==> config.mk <==
export PLATFORM = sky130hd
export DESIGN_NAME = tppg_top
export DESIGN_NICKNAME = d
export VERILOG_FILES = /design/src/hw/tppg_pkg.sv /design/src/hw/tppg_sync.sv /design/src/hw/tppg_top.sv
export VERILOG_INCLUDE_DIRS = /design/src /design/src/hw
export SDC_FILE = /design/constraint.sdc
export NUM_CORES = 1
export LEC_CHECK = 0
export BUFFER_PORTS_ARGS = -buffer_cell sky130_fd_sc_hd__buf_2
export CAP_MARGIN = 20
export CORE_ASPECT_RATIO = 0.6
export CORE_UTILIZATION = 64
export CTS_CLUSTER_DIAMETER = 150
export DETAILED_ROUTE_END_ITERATION = 6
export GPL_ROUTABILITY_DRIVEN = 0
export PLACE_DENSITY = 0.87
export REMOVE_ABC_BUFFERS = 1
export SLEW_MARGIN = 20
export SYNTH_ARGS = -nofsm -noshare
export SYNTH_HDL_FRONTEND = slang
export SYNTH_SLANG_ARGS = --single-unit
==> constraint.sdc <==
create_clock -name pclk -period 5.3 [get_ports pclk]
set_input_delay 0.265 -clock pclk [delete_from_list [all_inputs] [get_ports pclk]]
set_output_delay 0.265 -clock pclk [all_outputs]
set_load 0.03 [all_outputs]
==> src/hw/tppg_consts.svh <==
// Purpose: constants of the timer pulse generator block
// Assumes: byte addresses on an APB bus with 32-bit data
// Notes: definitions only
`ifndef TPPG_CONSTS_SVH
`define TPPG_CONSTS_SVH

// register byte offsets
`define TPPG_OFS_CTRL 8'h00
`define TPPG_OFS_PERIOD 8'h04
`define TPPG_OFS_WIDTH 8'h08
`define TPPG_OFS_COUNT 8'h0C
`define TPPG_OFS_INT_STATUS 8'h10
`define TPPG_OFS_INT_CLEAR 8'h14
`define TPPG_OFS_INT_ENABLE 8'h18
`define TPPG_OFS_CAPTURE 8'h1C

// reset values
`define TPPG_RST_CTRL 8'h00
`define TPPG_RST_DATA 16'h0000
`define TPPG_RST_INT 3'h0

// start condition codes
`define TPPG_START_OFF 2'h0
`define TPPG_START_CMD 2'h1
`define TPPG_START_RISE 2'h2
`define TPPG_START_FALL 2'h3

// mode codes
`define TPPG_MODE_TIMER 2'h0
`define TPPG_MODE_EVENT 2'h1
`define TPPG_MODE_CAPT 2'h2
`define TPPG_MODE_PPG 2'h3

// interrupt status bit positions
`define TPPG_INT_WIDTH 0
`define TPPG_INT_PERIOD 1
`define TPPG_INT_CAPT 2

// source clock prescaler: log2 of each divide ratio of pclk
`define TPPG_DIV_BITS 11
`define TPPG_DIV_SEL0 11
`define TPPG_DIV_SEL1 7
`define TPPG_DIV_SEL2 5
`define TPPG_DIV_SEL3 3

`endif

==> src/hw/tppg_pkg.sv <==
// Purpose: types of the timer pulse generator block
// Assumes: constants come from tppg_consts.svh
// Notes: control word packs like the 8-bit control register
`default_nettype none

package tppg_pkg;

    // bit 7 polarity, bit 6 repeat/capture select, 5:4 start, 3:2 clock, 1:0 mode
    typedef struct packed {
        logic tff;
        logic opt;
        logic [1:0] start;
        logic [1:0] clk_sel;
        logic [1:0] mode;
    } tppg_ctrl_s;

    typedef struct packed {
        logic rise;
        logic fall;
    } tppg_edge_s;

    typedef enum logic [1:0] {
        ST_IDLE,
        ST_ARMED,
        ST_RUN
    } tppg_run_e;

endpackage : tppg_pkg

`default_nettype wire

==> src/hw/tppg_sync.sv <==
// Purpose: trigger pin synchroniser and edge detector
// Assumes: pin is asynchronous to pclk
// Notes: edges come in the same pclk cycle that the second stage flop changes
`default_nettype none

module tppg_sync
    import tppg_pkg::*;
(
    // clock and reset
    input wire logic pclk,
    input wire logic presetn,
    // pin and edges
    input wire logic pin,
    output tppg_edge_s edge_o
);

    logic meta_q;
    logic sync_q;
    logic last_q;

    // first stage feeds only the second stage
    always_ff @(posedge pclk or negedge presetn) begin
        if (!presetn) begin
            meta_q <= 1'b0;
            sync_q <= 1'b0;
            last_q <= 1'b0;
        end else begin
            meta_q <= pin;
            sync_q <= meta_q;
            last_q <= sync_q;
        end
    end

    assign edge_o.rise = sync_q & ~last_q;
    assign edge_o.fall = ~sync_q & last_q;

endmodule : tppg_sync

`default_nettype wire

==> src/hw/tppg_top.sv <==
// Purpose: 16-bit timer with programmable pulse generation, APB slave
// Assumes: pclk 250 MHz, source clock is a prescaled enable of pclk
// Notes: also timer mode and pulse width capture; event mode idles
`default_nettype none
`include "tppg_consts.svh"

module tppg_top
    import tppg_pkg::*;
(
    // clock and reset
    input wire logic pclk,
    input wire logic presetn,
    // apb slave
    input wire logic psel,
    input wire logic penable,
    input wire logic pwrite,
    input wire logic [7:0] paddr,
    input wire logic [31:0] pwdata,
    output logic [31:0] prdata,
    output logic pready,
    output logic pslverr,
    // pins
    input wire logic trigger_input_pin,
    output logic pulse_output_n,
    // interrupts
    output logic timer_interrupt_request,
    output logic irq
);

    tppg_ctrl_s ctrl_q;
    tppg_ctrl_s ctrl_new;
    logic [15:0] period_q;
    logic [15:0] width_q;
    logic [15:0] cap_q;
    logic [15:0] cnt_q;
    logic [15:0] cnt_d;
    logic [15:0] cnt_inc;
    tppg_run_e st_q;
    tppg_run_e st_d;
    logic [`TPPG_DIV_BITS-1:0] div_q;
    logic ff_q;
    logic flipped_q;
    logic pin_q;
    logic [2:0] int_st_q;
    logic [2:0] int_en_q;
    logic [2:0] ev;
    logic irq_q;
    logic tirq_q;
    logic pready_q;
    logic pslverr_q;
    logic [31:0] prdata_q;
    logic [31:0] rdata;
    tppg_edge_s edge_s;
    logic tick;
    logic start_edge;
    logic stop_edge;
    logic toggle;
    logic auto_stop;
    logic do_cap;
    logic acc;
    logic wr;
    logic rd;

    function automatic logic is_mapped(input logic [7:0] a);
        case (a)
            `TPPG_OFS_CTRL, `TPPG_OFS_PERIOD, `TPPG_OFS_WIDTH,
            `TPPG_OFS_COUNT, `TPPG_OFS_INT_STATUS, `TPPG_OFS_INT_CLEAR,
            `TPPG_OFS_INT_ENABLE, `TPPG_OFS_CAPTURE: is_mapped = 1'b1;
            default: is_mapped = 1'b0;
        endcase
    endfunction : is_mapped

    function automatic logic hit(input logic [7:0] a, input logic [7:0] o);
        hit = (a == o);
    endfunction : hit

    // all-ones on the low n bits marks one source clock period
    function automatic logic tick_of(input logic [1:0] sel,
                                     input logic [`TPPG_DIV_BITS-1:0] d);
        case (sel)
            2'h0: tick_of = &d[`TPPG_DIV_SEL0-1:0];
            2'h1: tick_of = &d[`TPPG_DIV_SEL1-1:0];
            2'h2: tick_of = &d[`TPPG_DIV_SEL2-1:0];
            default: tick_of = &d[`TPPG_DIV_SEL3-1:0];
        endcase
    endfunction : tick_of

    tppg_sync u_sync (
        .pclk(pclk),
        .presetn(presetn),
        .pin(trigger_input_pin),
        .edge_o(edge_s)
    );

    // apb: pready one cycle into the access phase, transfer commits then
    assign acc = psel & penable & pready_q;
    assign wr = acc & pwrite & is_mapped(paddr);
    assign rd = psel & penable & ~pready_q & ~pwrite;
    assign ctrl_new = tppg_ctrl_s'(pwdata[7:0]);

    always_ff @(posedge pclk or negedge presetn) begin
        if (!presetn) begin
            pready_q <= 1'b0;
            pslverr_q <= 1'b0;
        end else begin
            pready_q <= psel & penable & ~pready_q;
            pslverr_q <= psel & penable & ~pready_q & ~is_mapped(paddr);
        end
    end

    always_comb begin
        rdata = 32'h0000_0000;
        case (paddr)
            `TPPG_OFS_CTRL: rdata[7:0] = ctrl_q;
            `TPPG_OFS_PERIOD: rdata[15:0] = period_q;
            `TPPG_OFS_WIDTH: rdata[15:0] = width_q;
            `TPPG_OFS_COUNT: rdata[15:0] = cnt_q;
            `TPPG_OFS_INT_STATUS: rdata[2:0] = int_st_q;
            `TPPG_OFS_INT_ENABLE: rdata[2:0] = int_en_q;
            // both capture bytes in one word, so low/high order is moot
            `TPPG_OFS_CAPTURE: rdata[15:0] = cap_q;
            default: rdata = 32'h0000_0000;
        endcase
    end

    always_ff @(posedge pclk or negedge presetn) begin
        if (!presetn) begin
            prdata_q <= 32'h0000_0000;
        end else if (rd) begin
            prdata_q <= rdata;
        end
    end

    // control word; one-shot end clears the start field unless written
    always_ff @(posedge pclk or negedge presetn) begin
        if (!presetn) begin
            ctrl_q <= `TPPG_RST_CTRL;
        end else if (wr && hit(paddr, `TPPG_OFS_CTRL)) begin
            ctrl_q <= ctrl_new;
        end else if (auto_stop) begin
            ctrl_q.start <= `TPPG_START_OFF;
        end
    end

    // compare registers, no shadowing: late small values misfire
    always_ff @(posedge pclk or negedge presetn) begin
        if (!presetn) begin
            period_q <= `TPPG_RST_DATA;
            width_q <= `TPPG_RST_DATA;
        end else begin
            if (wr && hit(paddr, `TPPG_OFS_PERIOD)) begin
                period_q <= pwdata[15:0];
            end
            if (wr && hit(paddr, `TPPG_OFS_WIDTH)) begin
                width_q <= pwdata[15:0];
            end
        end
    end

    // free prescaler gives the source clock enable
    always_ff @(posedge pclk or negedge presetn) begin
        if (!presetn) begin
            div_q <= '0;
        end else begin
            div_q <= div_q + 1'b1;
        end
    end

    assign tick = tick_of(ctrl_q.clk_sel, div_q);
    assign start_edge = (ctrl_q.start == `TPPG_START_RISE) ? edge_s.rise
                                                           : edge_s.fall;
    assign stop_edge = (ctrl_q.start == `TPPG_START_RISE) ? edge_s.fall
                                                          : edge_s.rise;
    assign cnt_inc = cnt_q + 16'h0001;

    always_comb begin
        st_d = st_q;
        cnt_d = cnt_q;
        ev = 3'h0;
        toggle = 1'b0;
        auto_stop = 1'b0;
        do_cap = 1'b0;
        if (ctrl_q.start == `TPPG_START_OFF) begin
            st_d = ST_IDLE;
            cnt_d = 16'h0000;
        end else begin
            case (st_q)
                ST_IDLE: begin
                    cnt_d = 16'h0000;
                    if (ctrl_q.start == `TPPG_START_CMD) begin
                        st_d = ST_RUN;
                    end else begin
                        st_d = ST_ARMED;
                    end
                end
                ST_ARMED: begin
                    if (start_edge) begin
                        st_d = ST_RUN;
                        cnt_d = 16'h0000;
                    end
                end
                ST_RUN: begin
                    case (ctrl_q.mode)
                        `TPPG_MODE_PPG: begin
                            if (tick) begin
                                cnt_d = cnt_inc;
                                if (cnt_inc == period_q) begin
                                    ev[`TPPG_INT_PERIOD] = 1'b1;
                                    toggle = 1'b1;
                                    cnt_d = 16'h0000;
                                    if (ctrl_q.opt) begin
                                        auto_stop = 1'b1;
                                        st_d = ST_IDLE;
                                    end
                                end else if (cnt_inc == width_q) begin
                                    ev[`TPPG_INT_WIDTH] = 1'b1;
                                    toggle = 1'b1;
                                end
                            end
                        end
                        `TPPG_MODE_TIMER: begin
                            if (tick) begin
                                cnt_d = cnt_inc;
                                if (cnt_inc == period_q) begin
                                    ev[`TPPG_INT_PERIOD] = 1'b1;
                                    cnt_d = 16'h0000;
                                end
                            end
                        end
                        `TPPG_MODE_CAPT: begin
                            if (stop_edge) begin
                                ev[`TPPG_INT_CAPT] = 1'b1;
                                do_cap = 1'b1;
                                if (ctrl_q.opt) begin
                                    cnt_d = 16'h0000;
                                    st_d = ST_ARMED;
                                end
                            end else if (start_edge && !ctrl_q.opt) begin
                                ev[`TPPG_INT_CAPT] = 1'b1;
                                do_cap = 1'b1;
                                cnt_d = 16'h0000;
                            end else if (tick) begin
                                cnt_d = cnt_inc;
                            end
                        end
                        default: begin
                            st_d = ST_IDLE;
                        end
                    endcase
                end
                default: begin
                    st_d = ST_IDLE;
                end
            endcase
        end
    end

    always_ff @(posedge pclk or negedge presetn) begin
        if (!presetn) begin
            st_q <= ST_IDLE;
            cnt_q <= `TPPG_RST_DATA;
        end else begin
            st_q <= st_d;
            cnt_q <= cnt_d;
        end
    end

    // capture is overwritten on each do_cap; unread values are lost
    always_ff @(posedge pclk or negedge presetn) begin
        if (!presetn) begin
            cap_q <= `TPPG_RST_DATA;
        end else if (do_cap) begin
            cap_q <= cnt_q;
        end
    end

    // output flip-flop; flipped_q remembers an odd number of inversions
    always_ff @(posedge pclk or negedge presetn) begin
        if (!presetn) begin
            ff_q <= 1'b0;
            flipped_q <= 1'b0;
        end else if (toggle) begin
            ff_q <= ~ff_q;
            flipped_q <= ~flipped_q;
        end else if (wr && hit(paddr, `TPPG_OFS_CTRL) &&
                     ctrl_new.mode == `TPPG_MODE_PPG) begin
            if (ctrl_q.mode != `TPPG_MODE_PPG) begin
                ff_q <= ctrl_new.tff;
                flipped_q <= 1'b0;
            end else if (ctrl_q.start == `TPPG_START_OFF) begin
                // polarity written mid-run is ignored
                ff_q <= ctrl_new.tff ^ flipped_q;
            end
        end
    end

    always_ff @(posedge pclk or negedge presetn) begin
        if (!presetn) begin
            pin_q <= 1'b1;
        end else begin
            pin_q <= ~ff_q;
        end
    end

    // sticky status: a new event beats a clear in the same cycle
    always_ff @(posedge pclk or negedge presetn) begin
        if (!presetn) begin
            int_st_q <= `TPPG_RST_INT;
            int_en_q <= `TPPG_RST_INT;
        end else begin
            if (wr && hit(paddr, `TPPG_OFS_INT_CLEAR)) begin
                int_st_q <= (int_st_q & ~pwdata[2:0]) | ev;
            end else begin
                int_st_q <= int_st_q | ev;
            end
            if (wr && hit(paddr, `TPPG_OFS_INT_ENABLE)) begin
                int_en_q <= pwdata[2:0];
            end
        end
    end

    always_ff @(posedge pclk or negedge presetn) begin
        if (!presetn) begin
            irq_q <= 1'b0;
            tirq_q <= 1'b0;
        end else begin
            irq_q <= |(int_st_q & int_en_q);
            tirq_q <= |ev;
        end
    end

    assign prdata = prdata_q;
    assign pready = pready_q;
    assign pslverr = pslverr_q;
    assign pulse_output_n = pin_q;
    assign timer_interrupt_request = tirq_q;
    assign irq = irq_q;

endmodule : tppg_top

`default_nettype wire

* Yosys cells after proc, flatten, opt, wreduce, memory -nomap -nowiden
Memory sizes are Yosys's and may differ from the RTL's. Index checks and enable logic that the tools add are counted.
Storage, ports and cells: flip-flop bits (word level) 117, output and inout port bits 37, memories kept 2, input bits 46, memory bits (read-only) 64
Memories:
- (name not given) | words 32, bits a word 1, read ports 1, clocked after memory_dff 0, wr ports 0, line tppg_top.sv:65 | case (a)
- (name not given) | words 32, bits a word 1, read ports 1, clocked after memory_dff 0, wr ports 0, line tppg_top.sv:65
Operators by class: $add $sub $neg 2, multiplexer cells 63, bitwise operators 22, eq/ne operators 30, reduce and logical (&&, ||, !) cells 30
Operators with widths (count):
- 16-bit 2-to-1 mux | 8
- 16-bit one-hot mux with 3 select lines | 1
- 16-bit == test | 2
- 8-bit by 5-bit == test with 1-bit output (second input constant) | 4
- 1-bit 2-to-1 mux | 32
- 16-bit one-hot mux with 2 select lines | 1
- 8-bit one-hot mux with 4 select lines | 1
- 4-bit != test (second input constant) | 7
- 5-bit one-hot mux with 5 select lines | 1
- 2-bit 2-to-1 mux | 11
- 3-bit one-hot mux with 7 select lines | 1
- 16-bit by 1-bit adder with 16-bit output (second input constant) | 1
- 8-bit by 4-bit == test with 1-bit output (second input constant) | 2
- 7-bit AND reduction | 2
- 2-bit == test (second input constant) | 6
- 2-bit one-hot mux with 3 select lines | 2
- 11-bit by 1-bit adder with 11-bit output (second input constant) | 1
- 11-bit AND reduction | 1
- 1-bit bitwise AND | 9
- 3-bit 2-to-1 mux | 3
- 8-bit by 3-bit == test with 1-bit output (second input constant) | 1
- 2-bit zero test | 4
- 8-bit zero test | 1
- 1-bit logical AND | 7
- 23 further kinds | 38

* Longest topological paths before layout
depth in word-level cells 11, depth in mapped cells 12, depth with buffers taken out 11

* Cells and area by module
A second synthesis with hierarchy kept.
Unflattened totals: cell total of the unflattened synthesis 660, area, all modules 6598.8 um^2
By module, submodules not included:
- tppg_top | cells an instance 655, area each 6508.7 um^2, seq. area each 2854.0 um^2, instances 1
- tppg_sync | cells an instance 5, area each 90.1 um^2, seq. area each 75.1 um^2, instances 1

* Least setup slack after synthesis
Ideal clock, no wire load.
kind flip-flop to flip-flop, start point register cnt_q[1], end point register ff_q, stages on the path, launching flop included 12, required time 5.172 ns, data arrival time 2.585 ns, buffers on the path 2, slack 2.588 ns, cell sequence dfrtp_1 > ha_1 > buf_2 > and4_1 > buf_2 > nand2_1 > xor2_1 > a2111oi_0 > nand4_1 > nor4_1 > a21oi_1 > mux2_1
Between the ends: longest elaborated chain between the ends 10
Ends and longest elaborated chain:
- from (decl) | line tppg_top.sv:35 | logic [15:0] cnt_q;
- from (signal assigned) | line tppg_top.sv:261 | cnt_q <= `TPPG_RST_DATA;
- from (signal assigned) | line tppg_top.sv:264 | cnt_q <= cnt_d;
- 16-bit by 1-bit adder with 16-bit output (*) | line tppg_top.sv:174 | assign cnt_inc = cnt_q + 16'h0001;
- 16-bit == test | line tppg_top.sv:215 | end else if (cnt_inc == width_q) begin
- 1-bit 2-to-1 mux | line tppg_top.sv:215
- 1-bit 2-to-1 mux (*) | line tppg_top.sv:207 | if (cnt_inc == period_q) begin
- 1-bit 2-to-1 mux (*) | line tppg_top.sv:205 | if (tick) begin
- 1-bit 2-to-1 mux (*) | line tppg_top.sv:203 | case (ctrl_q.mode)
- 1-bit 2-to-1 mux (*) | line tppg_top.sv:187 | case (st_q)
- 1-bit 2-to-1 mux (*) | line tppg_top.sv:183 | if (ctrl_q.start == `TPPG_START_OFF) begin
- 3-bit nonzero test (no line) or 2-bit nonzero test (tied branches)
- 2-bit AND reduction (no line)
- to (signal assigned) | line tppg_top.sv:283 | ff_q <= ~ff_q;
- to (signal assigned) | line tppg_top.sv:288 | ff_q <= ctrl_new.tff;
- to (signal assigned) | line tppg_top.sv:292 | ff_q <= ctrl_new.tff ^ flipped_q;
- to (decl) | line tppg_top.sv:41 | logic ff_q;
Every way passes the cells marked *; elsewhere a longest branch is shown, timed or not. A chain may end at the register's enable or synchronous reset.

* Final worst setup path
start point register cnt_q[0], end point register ff_q
Same word-level chain as after synthesis.

==> qor.yml <==
status: "completed"
cp_max_fo: 14
cp_top_family: "simple AND/OR/NAND/NOR gates"
maxSlewViolCount: 0
area_growth_pct: 11.4
clk_latency_ps: 430
place_area_um2: 7170
power_leakage_uw: 0.00363
skew_ps: 8.76
dr_wl_met2_um: 8440
nets: 756
crit_slowest_cell: "nor4_4"
rsz0062_at_grt: "false"
grtUsageTotal_pct: 36.8
topRoutingLayerUsed: "met4"
p_sw_uw: 520
grt_pass1_vias: 5756
maxSlewHeadroom_pct: 27.2
multiInputGateArea_um2: 3670
final_cell_mix: "116 x dfrtp_1, 70 x mux2_2, 49 x buf_2"
slowest_delay_ps: 740
cts_num_sinks: 117
min_period_ps: 3890
coreArea_um2: 10600
setup_viol_count_final: 0
die_area_um2: 11300
grt_overflow: 0
post-route-period-util_pct: 73.4
insertedDiodeCount: 0
grt_pass1_wl_um: 30500
h-tree-depth: 4
wl_met1_um: 8090
seqCellArea_um2: 2930
worst_pin_slew_ps: 1090
clock-root-buffer: "clkbuf_16"
yosysWarnings: 0
final_cell_area_um2: 7740
cp-end-kind: "flip-flop"
drtIter0Drc: 1073
ys_ff_latch: 117
dieHeight_um: 82.7
swShare_pct: 24.7
worstPathArrival_ps: 4200
p_int_uw: 1580
irDropWorstVdd_mv: 0.239
power.density_nw_per_um2: 271
synth_area_per_cell_um2: 10.4
path_cells: "ha_1 -> nand4_1 -> nor2_1 -> a2bb2oi_1 -> o311ai_0 -> nor4_4 -> and2_1 -> a21oi_1 -> mux2_1"
yosysTopAreaCellShare_pct: 41.7
seq_power_share_pct: 43.3
fillers: 685
dp_hpwl_um: 13000
yosysSeqAreaShare_pct: 42.1
clk_pin_slew_ps: 60
critical_path.n_buffers_inverters: 0
numCtsBuffers: 17
finalSetupTns_ps: 0
io_buffers: 50
synthCells: 671
crit_required_ps: 5610
synthArstFlopShare_pct: 100
fmax_mhz: 257
firstDrtPassIters: 7
netlist_area_um2: 6950
drive_above_1_share_pct: 25.9
clk_path_buf_depth: 2
synth-edff-count: 0
final_common_cell: "dfrtp_1"
num_vias: 6166
comb_power_share_pct: 5.1
synth_ff_type: "dfrtp_1"
yosysTopAreaCell: "dfrtp_1"
antenna_left: 0
start_kind: "flip-flop"
vias_per_cell: 7.22
initial_core_util_pct: 65.9
synth_area_leaders: "dfrtp_1 42%, mux2_2 11%, xnor2_1 4.0%, nand2_1 2.6%, o21ai_0 2.2%"
cap_violations: 0
synth_cell_type_count: 79
p_clk_share_pct: 51.6
cts_tree: "yes"
path_class: "reg -> reg"
placementRows: 29
wl_met3_um: 2640
drc_errors: 0
antenna_found_initial: 0
die_x_um: 137
cts_resized: 0
ioPinCount: 83
wl_per_cell_um: 23.3
grt_max_degree: 65
hold_viol: 0
wirelength_um: 19900
holdCritPathClass: "in -> reg"
==> power groups by stage <==
stage                     combinational, µW  clock [µW]  sequential [µW]
final                                   108        1080              909
after global routing                    117        1130              909
after floorplan                        34.4           0              940
after CTS                               108        1080              909
after detailed placement                105           0              924
after global placement                  102           0              923
==> Yosys cell counts (all sizes together) (7+ instances only) <==
master,n
nor2b,9
o21ai,41
mux2,71
xnor2,32
or3,9
nand4,14
xor2,13
nor3,12
nor2,23
nor4,7
dfrtp,116
o31ai,16
inv,23
buf,40
a222oi,14
a21oi,22
and3,10
nand2,49
nand3,15
a41o,12
clkbuf,22
a2111oi,15
mux2i,10
ha,7
==> metal layers <==
| metal | global-route usage (%) | vias to the layer above |
|---|---|---|
| met3 | 11.4 | 109 |
| met1 | 51.2 | 2994 |
| met4 | 15.9 | 0 |
| met5 | 0 | - |
| met2 | 52.9 | 515 |
| li1 | - | 2548 |
==> flip-flops by register name, indices dropped and copies added, names as in the netlist, 2 cells and up <==
signal and flops:
st_q 2, cnt_q 16, cap_q 16, period_q 16, int_st_q 3, div_q 11, ctrl_q 8, width_q 16
int_en_q 3, prdata 16
==> cell families after synthesis <==
family,Yosys count,share of synthesized area [%]
AOI/OAI and AO/OA,164,17.7
DFF,117,42.1
muxes,81,12.9
xor gates and xnor gates,45,5.67
buffers and inverters,85,5.90
and+or+nand+nor,170,14.2
adders and majority gates,8,1.40
other,1,0.0539
==> final timing paths <==
kind | start | end | slack [ps] | depth (start not counted)
hold reg to reg | u_sync.meta_q | u_sync.sync_q | 350 | 0
hold / removal | pwdata[10] | width_q[10] | 90 | 2
setup reg to reg | cnt_q[0] | ff_q | 1410 | 9
min in group asynchronous | presetn | cnt_q[15] | 440 | 2
setup / recovery | cnt_q[0] | ff_q | 1410 | 9
max in group asynchronous | presetn | width_q[6] | 3600 | 3
==> cell type report <==
cell class                      count  share of cell area (%)
Clock inverter                     12                    1.39
Multi-Input combinational cell    484                    47.4
Timing Repair Buffer               60                    4.30
Clock buffer                       19                    5.72
Sequential cell                   117                    37.8
Inverter                           23                    1.11
Tap cell                          139                    2.25
==> repair_timing <==
item / CTS / global route
hold endpoints to repair: 53 / 0
buffers inserted: 0 / 0
setup endpoints to repair: 0 / 0
hold buffers: 2 / 0
==> stage by stage <==
stage               power (µW)  cells  setup slack, ps  hold WS (ps)  utilization, %
finish                    2100    854             1410          91.1            73.3
global route              2160    854             1300          86.0            73.3
floorplan                  975    624             2000         -30.6               -
CTS                       2100    854             1630          85.3            73.3
detailed placement        1030    821             1690           345            67.9
global placement          1020    821             1820           343            67.9
Note: power is estimated with default switching activity, not from simulation.
